**src/amx_defs.svh**
```systemverilog
`ifndef AMX_DEFS_SVH
`define AMX_DEFS_SVH

// register byte addresses
`define AMX_P1_ADDR     32'h4000_001c
`define AMX_P2_ADDR     32'h4000_0020

// select field layout
`define AMX_SEL_MSB     2
`define AMX_SEL_LSB     0
`define AMX_SEL_W       3
`define AMX_RSVD_W      29
`define AMX_SEL_RST     3'h0

// structure
`define AMX_NUM_PORTS   2
`define AMX_NUM_SRC     8
`define AMX_DATA_W      32
`define AMX_ADDR_W      32
`define AMX_SEL_BYTES   4
`define AMX_RDATA_IDLE  32'h0000_0000

`endif

```
**src/amx_pkg.sv**
```systemverilog
package amx_pkg;

    typedef logic [2:0] amx_sel_t;

    typedef enum logic [2:0] {
        AMX_SRC_ZERO     = 3'h0,
        AMX_SRC_SPB_CLK  = 3'h1,
        AMX_SRC_SPB_SOUT = 3'h2,
        AMX_SRC_SPB_SIN  = 3'h3,
        AMX_SRC_P2_HCLK  = 3'h4,
        AMX_SRC_SPA_SIN  = 3'h5,
        AMX_SRC_SPA_CS   = 3'h6,
        AMX_SRC_SPA_EN   = 3'h7
    } amx_src_t;

endpackage

```
**src/amx_mux.sv**
```systemverilog
`timescale 1ns/1ps

module amx_mux
    import amx_pkg::*;
(
    input  wire amx_sel_t   sel,
    input  wire logic [7:0] src,
    output logic            mute
);

    ////////////////////////////////////////////////////////////////////////
    // every 3-bit code is legal, so no default branch
    always_comb
    begin
        unique case (amx_src_t'(sel))
            AMX_SRC_ZERO:     mute = 1'b0;
            AMX_SRC_SPB_CLK:  mute = src[1];
            AMX_SRC_SPB_SOUT: mute = src[2];
            AMX_SRC_SPB_SIN:  mute = src[3];
            AMX_SRC_P2_HCLK:  mute = src[4];
            AMX_SRC_SPA_SIN:  mute = src[5];
            AMX_SRC_SPA_CS:   mute = src[6];
            AMX_SRC_SPA_EN:   mute = src[7];
        endcase
    end

endmodule

```
**src/amx_top.sv**
```systemverilog
`timescale 1ns/1ps
`include "amx_defs.svh"

module amx_top
    import amx_pkg::*;
(
    input  wire logic                     clk,
    input  wire logic                     rst,
    input  wire logic                     wb_cyc_i,
    input  wire logic                     wb_stb_i,
    input  wire logic                     wb_we_i,
    input  wire logic [`AMX_ADDR_W-1:0]   wb_adr_i,
    input  wire logic [`AMX_SEL_BYTES-1:0] wb_sel_i,
    input  wire logic [`AMX_DATA_W-1:0]   wb_dat_i,
    output logic      [`AMX_DATA_W-1:0]   wb_dat_o,
    output logic                          wb_ack_o,
    input  wire logic                     second_spi_clock_pin,
    input  wire logic                     second_spi_slave_out_pin,
    input  wire logic                     second_spi_slave_in_pin,
    input  wire logic                     port2_rx_high_rate_clock,
    input  wire logic                     first_spi_slave_in_pin,
    input  wire logic                     first_spi_chip_select_pin,
    input  wire logic                     first_spi_enable_pin,
    output logic                          port1_mute_input,
    output logic                          port2_mute_input,
    output amx_sel_t                      port1_mute_src_sel,
    output amx_sel_t                      port2_mute_src_sel
);

    localparam int NUM_PORTS = `AMX_NUM_PORTS;

    localparam logic [`AMX_ADDR_W-1:0] PORT_ADDR [NUM_PORTS] = '{
        `AMX_P1_ADDR,
        `AMX_P2_ADDR
    };

    ////////////////////////////////////////////////////////////////////////
    // declarations

    logic                       ack_r;
    logic [`AMX_DATA_W-1:0]     rdata_r;
    logic [`AMX_DATA_W-1:0]     rdata_nxt;
    logic                       req;
    logic                       wr_req;
    logic [NUM_PORTS-1:0]       hit;
    amx_sel_t                   sel_r  [NUM_PORTS];
    logic                       mute_r [NUM_PORTS];
    logic                       mute_nxt [NUM_PORTS];
    logic [`AMX_NUM_SRC-1:0]    src_vec;

    ////////////////////////////////////////////////////////////////////////
    // source pins gathered by select code; bit 0 is the constant-zero slot

    assign src_vec = {
        first_spi_enable_pin,
        first_spi_chip_select_pin,
        first_spi_slave_in_pin,
        port2_rx_high_rate_clock,
        second_spi_slave_in_pin,
        second_spi_slave_out_pin,
        second_spi_clock_pin,
        1'b0
    };

    ////////////////////////////////////////////////////////////////////////
    // wishbone classic slave

    // new request only while no ack is up, so each access is taken once
    assign req    = wb_cyc_i & wb_stb_i & ~ack_r;
    assign wr_req = req & wb_we_i;

    always_ff @(posedge clk)
    begin
        if (rst)
        begin
            ack_r <= 1'b0;
        end
        else
        begin
            // unmapped addresses are acked too, so the bus never hangs
            ack_r <= req;
        end
    end

    // reserved bits and unmapped addresses read as zero
    always_comb
    begin
        rdata_nxt = `AMX_RDATA_IDLE;
        for (int i = 0; i < NUM_PORTS; i++)
        begin
            if (hit[i])
            begin
                rdata_nxt = {{`AMX_RSVD_W{1'b0}}, sel_r[i]};
            end
        end
    end

    always_ff @(posedge clk)
    begin
        if (rst)
        begin
            rdata_r <= `AMX_RDATA_IDLE;
        end
        else if (req & ~wb_we_i)
        begin
            rdata_r <= rdata_nxt;
        end
    end

    assign wb_ack_o = ack_r;
    assign wb_dat_o = rdata_r;

    ////////////////////////////////////////////////////////////////////////
    // per-port select register, mux and registered mute output

    for (genvar g = 0; g < NUM_PORTS; g++)
    begin : g_port

        // full 32-bit decode keeps aliases out of the map
        assign hit[g] = (wb_adr_i == PORT_ADDR[g]);

        // only byte lane 0 carries the field; upper bits are dropped
        always_ff @(posedge clk)
        begin
            if (rst)
            begin
                sel_r[g] <= `AMX_SEL_RST;
            end
            else if (wr_req & hit[g] & wb_sel_i[0])
            begin
                sel_r[g] <= wb_dat_i[`AMX_SEL_MSB:`AMX_SEL_LSB];
            end
        end

        amx_mux u_mux (
            .sel  (sel_r[g]),
            .src  (src_vec),
            .mute (mute_nxt[g])
        );

        // one flop of latency buys a glitch-free mute output
        always_ff @(posedge clk)
        begin
            if (rst)
            begin
                mute_r[g] <= 1'b0;
            end
            else
            begin
                mute_r[g] <= mute_nxt[g];
            end
        end
    end

    assign port1_mute_input   = mute_r[0];
    assign port2_mute_input   = mute_r[1];
    assign port1_mute_src_sel = sel_r[0];
    assign port2_mute_src_sel = sel_r[1];
endmodule

```
**config.mk**
```make
export PLATFORM = sky130hd
export DESIGN_NAME = amx_top
export DESIGN_NICKNAME = d
export VERILOG_FILES = /design/src/amx_pkg.sv /design/src/amx_mux.sv /design/src/amx_top.sv
export VERILOG_INCLUDE_DIRS = /design/src
export SDC_FILE = /design/constraint.sdc
export NUM_CORES = 1
export LEC_CHECK = 0
export BUFFER_PORTS_ARGS = -buffer_cell sky130_fd_sc_hd__buf_2
export CAP_MARGIN = 5
export CORE_ASPECT_RATIO = 2
export CORE_MARGIN = 5
export CORE_UTILIZATION = 34
export DETAILED_ROUTE_END_ITERATION = 10
export GPL_ROUTABILITY_DRIVEN = 1
export MAX_ROUTING_LAYER = met4
export PLACE_DENSITY = 0.85
export SYNTH_ARGS = -nofsm -noshare
export SYNTH_HDL_FRONTEND = slang
export SYNTH_SLANG_ARGS = --single-unit
```
**constraint.sdc**
```tcl
create_clock -name clk -period 3.4 [get_ports clk]
set_input_delay 0.17 -clock clk [delete_from_list [all_inputs] [get_ports clk]]
set_output_delay 0.17 -clock clk [all_outputs]
set_load 0.01 [all_outputs]
```
# After elaboration in Yosys (flattened, before gate mapping)

Memory sizes are Yosys's and may differ from the RTL's.
Cells that the tools add are included.

Add/sub/neg operators: 0
$mul: 0
Div/mod/pow operators: 0
Magnitude comparators: 0
Equality and inequality tests: 16
Shift operators: 0
Mux-type cells: 17
Bitwise logic cells: 14
Reductions and logical operators: 2

Operator list:

| cell                 | number |
|---|---|
| $eq 32x31->1 const B | 2 |
| $mux 32              | 1 |
| $eq 3x3->1 const B   | 8 |
| $pmux 1 s8           | 2 |
| $eq 3x2->1 const B   | 4 |
| $mux 1               | 11 |
| $mux 3               | 3 |
| $and 1x1->1          | 8 |
| $eq 3x1->1 const B   | 2 |
| $logic_not 3->1      | 2 |
| $or 1x1->1           | 4 |
| $not 1->1            | 2 |

Bits in registers: 33
Bits in latches: 0
Bits in writable memories: 8
ROM bits: 0
Input port bits: 80
Output and inout bits: 41
Logic and storage cells: 53
Memories: 2

Memory list:

| memory | words | width | read ports | clocked after Yosys merged registers in | write ports | RTL line      | source |
|---|---|---|---|---|---|---|---|
| sel_r  | 2     | 3     | 2          | 0                                       | 2           | amx_top.sv:46 | `amx_sel_t sel_r [NUM_PORTS];` |
| mute_r | 2     | 1     | 2          | 0                                       | 2           | amx_top.sv:47 | `logic mute_r [NUM_PORTS];` |

# Longest topological paths before layout

Gate-level depths: netlist (run 1).

Depth in word-level cells: 9
Mapped depth: 5
Mapped depth without buffers: 4

# Cells and area by module

From an unflattened synthesis (run 1), not the netlist that was laid out.

Cells, all modules: 96
Area total of the unflattened synthesis: 970.9 um2

Modules (own cells, without submodules):

| module  | times used | cells an instance | area each (um2) | seq. area each (um2) |
|---|---|---|---|---|
| amx_top | 1          | 86                | 843.3           | 300.3 |
| amx_mux | 2          | 5                 | 63.8            | 0.0 |

# Least setup slack after synthesis (run 1)

OpenSTA, ideal clock, no wires.

Kind: input port to flip-flop
From: input port wb_adr_i[9]
To: memory sel_r[0][0] in the netlist's numbering, enable pin
Setup time: 300 ps
Arrival time: 1402 ps
Data required time: 3100 ps
Path slack: 1698 ps
Cell stages on the path: 4
Buffers on the path: 0
Cells stage by stage: or4_4 > nor4_4 > and2_4 > a21o_1

RTL lines:

| what        | RTL line      | source |
|---|---|---|
| from (decl) | amx_top.sv:12 | `` input wire logic [`AMX_ADDR_W-1:0] wb_adr_i, `` |
| to (decl)   | amx_top.sv:46 |  |

==> results.cfg, run 1 <==
[run_status]
status = finished clean

[detailed_routing]
drt_iter0_drc = 4
drc_errors = 0
route.met2.wl_microns = 1350
vias_per_cell = 4.72
wl_met1_microns = 727
wl_per_cell_microns = 12.9
drt.antenna.violating_nets = 0
highest_layer = met4
vias = 874
firstDrtPassIters = 3
wirelength_microns = 2390
wl_met3_microns = 279

[finish]
antenna_cells = 0
mostFrequentLayoutCells = buf_2, conb_1
synthToLayoutAreaGrowth_pct = 25.8
final_common_cell = buf_2
drive_above_1_share_pct = 45.5
fin_area_sq_mm = 0.00121
nets = 237

[floorplan]
dieArea_sq_mm = 0.00404
ios = 121
core-area_sq_mm = 0.00274
num_rows = 27
die_w_microns = 47.5
fp.dieH_microns = 85.1
initial_core_util_pct = 35.0

[yosys]
syn_area_sq_um = 958
synth_seq_area_share_pct = 31.3
yosysUniqueCellTypes = 25
syn_inst = 98
synth_area_per_cell_sq_um = 9.78
ys_ff_latch = 12
yosysWarnings = 0

[global_route]
grt_pass1_vias = 918
grt_util_all_layers_pct = 12.3
grt_overflow = 0
grt_max_degree = 10
antenna_found_initial = 0
grt_pass1_wl_microns = 3590

[placed_design]
place_area_sq_mm = 0.00116
gp_congestion = 0.744
io_buffers = 59
post-dp-hpwl_microns = 2130

[min_path]
worst_hold_path_type = input pin to flip-flop
whs_path_depth = 2

[timing]
slew_viol_final = 0
finalHoldViolCount = 0
finalSetupViolCount = 0
max_freq_ghz = 0.605
setup_tns_ns = 0
holdWs_ns = 0.201
skew_ns = 0.00495
min_period_ns = 1.65
finalCritPeriodShare_pct = 48.6
rsz0062_at_grt = false

[clock_network]
cts_root_buf = clkbuf_8
post_cts_buffers = 0
htreeDepth = 1
cts_sinks = 12
cts_tree = yes
clk_path_buf_depth = 2
cts_resized = 0
clk_pin_slew_ns = 0.05
insertion_delay_ns = 0.24
cts_buffers = 3
holdBufCountCts = 0

[power]
p_switching_mw = 0.0983
power_density_mw_per_mm2 = 308
power.total_mw = 0.372
swShare_pct = 26.4
pwr-share-seq_pct = 44.0
p_clk_share_pct = 35.5
intPower_mw = 0.274
ir_drop_mv = 0.132
p_comb_share_pct = 20.5
power_leakage_nw = 0.650

[worst_setup_path]
crit_type = input pin to flip-flop
critPathMaxFanout = 4
rr_worst_depth = 3
endpoint_kind = flip-flop
required_ns = 3.35
cp.arrival_ns = 1.60
cp-start-kind = input pin

[flow_run]
cap_violations = 0
[Yosys cell counts (all sizes together)]
library cell | n | area (sq um)
o21bai | 3 | 22.5
clkbuf | 3 | 11.3
nand3 | 6 | 30.0
nor4 | 5 | 61.3
dfxtp | 6 | 120
or4b | 1 | 10.0
a21o | 2 | 15.0
buf | 30 | 223
conb | 1 | 3.75
and2 | 2 | 17.5
or4 | 3 | 33.8
a31oi | 3 | 18.8
nor2 | 5 | 18.8
and4 | 1 | 8.76
nand4b | 1 | 8.76
mux4 | 2 | 45.0
nor3 | 1 | 5.00
edfxtp | 6 | 180
mux2i | 6 | 60.1
and3 | 6 | 37.5
nor4b | 1 | 8.76
nand3b | 1 | 7.51
nand2 | 3 | 11.3
[final cells by class]
class                      instances  area (sq um)
sequential                        12           300
clock inverter                     1          3.75
tap                               29          36.3
multi-input combinational         81           529
clock buffer                       3          41.3
timing repair buffer              59           295
fill                             276          1530
[flip-flops by register name, summed over array words and instances (netlist names)]
signal,cells
sel_r,6
mute_r,2
wb_ack_o,1
wb_dat_o,3
[power by group through the flow]
stage,combinational [mW],sequential (mW),clock (mW)
2_1_floorplan,0.0608,0.168,0
3_3_place_gp,0.0734,0.166,0
3_5_place_dp,0.0758,0.167,0
4_1_cts,0.0759,0.164,0.133
5_1_grt,0.0855,0.164,0.139
6_report,0.0762,0.164,0.132
[critical path: stages]
cell and delay [ns]:
buf_2 0.09, or4_4 0.57, nor4_4 0.40, and2_4 0.21
a21o_1 0.16
[worst paths after layout]
path / startpoint / to / slack, ns
worst min-delay path: rst / mute_r[0] / 0.20
worst min register to register: wb_dat_o[0] / wb_dat_o[0] / 0.51
worst max-delay path: wb_adr_i[9] / sel_r[1][2] / 1.75
worst max register to register: sel_r[1][0] / mute_r[1] / 2.09
[cell families after synthesis]
| kind of cell | share of synthesized area [%] |
|---|---|
| compound gates | 5.87 |
| buf+inv | 24.4 |
| flops | 31.3 |
| mux | 11.0 |
| other cells | 0.391 |
| simple gates | 27.0 |
[through the flow]
stage	setup WS, ns	utilization [%]	instances
final	1.75	44.1	185
after floorplan	1.70	-	126
after global routing	1.69	44.1	185
after CTS	1.73	44.1	185
after detailed placement	1.48	42.4	181
after global placement	1.49	42.4	181
[layer usage]
layer | global-route usage, % | up-vias
li1 | - | 415
met1 | 11.4 | 390
met2 | 23.1 | 67
met3 | 1.91 | 2
met4 | 4.41 | 0
met5 | - | -
Note: power is estimated with default switching activity, not from simulation.
==> run 2: changes to the inputs <==
Settings changed: ABC_AREA set to 1, CORE_UTILIZATION 34 to 29, PLACE_DENSITY 0.85 to 0.76.
Clock period 3.4 ns to 1.5 ns, I/O delays scaled along.
==> run 2 against run 1 <==
Effect of this change:
- via count increased by 16%
- clock skew is 0.0018 ns lower
- cell count is 28% higher
- sequential cell count stayed put
- critical endpoint is now sel_r[0][1]
- largest cell class unchanged
- highest routed layer unchanged
==> results.cfg, run 2 <==
[run_status]
status = finished clean

[global_route]
grt_use_met3_pct = 1.61
grt_use_met2_pct = 20.6
grt_overflow = 0
grt_max_degree = 10
grt_pass1_wl_microns = 3680
use_met1_pct = 8.90
grt_util_all_layers_pct = 10.5
gr-max-usage-layer = met2
antenna_found_initial = 0
grt_pass1_vias = 969

[yosys]
synth-xor-area-share_pct = 0
syn_area_sq_um = 990
synth-simple-area-share_pct = 26.3
synth_top_family_by_area = buffers and inverters
yosysMostFrequentCell = nor2_1
synth_compound_area_share_pct = 14.0
synth_seq_area_share_pct = 30.3
muxShareOfSynthArea_pct = 0
synth_top_area_cell = buf_4
ys_ff_latch = 12
synth-adder-area-share_pct = 0
yosysTopAreaCellShare_pct = 22.0
synthTopCellsByArea = buf_4, edfxtp_1, dfxtp_1
netlist_top_cells_count = nor2_1, buf_4, nand2_1
dominantRegCellSynth = edfxtp_1
yosysWarnings = 0
synth_area_per_cell_sq_um = 6.83
synth_edf_count = 6
syn_inst = 145
synth-async-reset-ratio_pct = 0
yosysUniqueCellTypes = 22

[finish]
synthToLayoutAreaGrowth_pct = 26.2
fin_area_sq_mm = 0.00125
final_common_cell = buf_2
utilization_pct = 37.4
largest_register_ffs = 6
drive_above_1_share_pct = 36.1
antenna_cells = 0
nets = 286
top_register = sel_r
mostFrequentLayoutCells = buf_2, nor2_1, conb_1

[power]
ir_drop_mv = 0.261
power_density_mw_per_mm2 = 673
power_leakage_nw = 0.664

[timing]
max_freq_ghz = 0.762
postLayoutSetupSlackWorst_ns = 0.188
slew_viol_final = 0
finalHoldViolCount = 0
finalCritPeriodShare_pct = 87.5
skew_ns = 0.00312
setup_tns_ns = 0
finalSetupViolCount = 0
holdWs_ns = 0.0267
rsz0062_at_grt = false
min_period_ns = 1.31

[min_path]
worst_hold_path_type = input pin to flip-flop

[flow_run]
cap_violations = 0

[worst_setup_path]
cp.arrival_ns = 1.26
cp_top_family = simple AND/OR/NAND/NOR gates
critPathBufInv = 0
r2r_start = wb_ack_o
path_depth = 4
endpoint_kind = flip-flop
r2r_end = sel_r[0][1]
crit_chain = nor2_2 > nand3_1 > nor3_2 > or2_1
crit_type = flip-flop to flip-flop
crit_path_start = wb_ack_o
worst_path_max_delay_cell = dfxtp_1
required_ns = 1.44
crit_end = sel_r[0][1]
cp-start-kind = flip-flop
ff2ff_setup_slack_ns = 0.19
critPathMaxFanout = 3
max_stage_delay_ns = 0.31
rr_worst_depth = 4

[clock_network]
cts_buffers = 3
cts_resized = 0
clk_path_buf_depth = 2
insertion_delay_ns = 0.24
holdBufCountCts = 0
cts_tree = yes
htreeDepth = 1
post_cts_buffers = 0
cts_sinks = 12
cts_root_buf = clkbuf_8
clk_pin_slew_ns = 0.05

[floorplan]
core-area_sq_mm = 0.00334
die_w_microns = 51.3
dieArea_sq_mm = 0.00475
ios = 121
initial_core_util_pct = 29.6
fp.dieH_microns = 92.6
num_rows = 30

[placed_design]
post-dp-hpwl_microns = 2260
place_area_sq_mm = 0.00120
post-place-ws_ns = 0.171
gp_congestion = 0.790
io_buffers = 59

[detailed_routing]
wl_per_cell_microns = 10.5
wirelength_microns = 2500
vias = 1017
firstDrtPassIters = 4
drt_iter0_drc = 13
drt.antenna.violating_nets = 0
vias_per_cell = 4.29
drc_errors = 0
-- run 2: changes by cell type after synthesis, sizes merged, moves of 5 or more --
cell   previous run  this run
o21ai             0        12
and3              6         0
inv               0        16
mux2i             6         0
nand2             3        17
nor2              5        35
nor4              5         0
a21oi             0         8
-- run 2: worst min-delay path by stage --
stage,start,end,slack (ns),depth (start not counted)
after floorplan,rst,wb_ack_o,0.15,1
after global placement,rst,wb_ack_o,0.27,2
after detailed placement,rst,wb_ack_o,0.28,2
after CTS,rst,wb_ack_o,0.03,2
after global routing,rst,wb_ack_o,0.03,2
final,rst,wb_ack_o,0.03,2
-- run 2: logic make-up after synthesis --
logic type	after synthesis
compound gates	24
buf+inv	47
flops	12
other cells	1
simple gates	61
-- run 2: final cells by class --
type	instances	area, sq um
Timing Repair Buffer	59	295
Sequential cell	12	300
Inverter	16	60.1
Clock inverter	1	3.75
Fill cell	365	2090
Tap cell	32	40.0
Multi-Input combinational cell	114	508
Clock buffer	3	41.3
-- run 2: per-stage QoR --
step | power [mW] | instances
after global placement | 0.544 | 233
after floorplan | 0.517 | 173
final | 0.841 | 237
after CTS | 0.849 | 237
after global routing | 0.886 | 237
after detailed placement | 0.547 | 233
-- run 2: layer usage --
metal,part of all wire [%],wire (microns)
met5,0,0
met4,2.0,49
met3,11,278
met2,54,1350
met1,33,819
-- run 2: report_power, final --
group / leakage (nW) / total [mW] / internal [mW] / switching, mW
clock: 0.0231 / 0.299 / 0.181 / 0.119
combinational: 0.529 / 0.173 / 0.0731 / 0.100
sequential: 0.112 / 0.368 / 0.357 / 0.0108
total: 0.664 / 0.841 / 0.611 / 0.230
-- run 2: worst reg2reg max path: stages (launching register included) --
cell     delay [ns]
dfxtp_1        0.31
nor2_2         0.13
nand3_1        0.15
nor3_2         0.22
or2_1          0.21
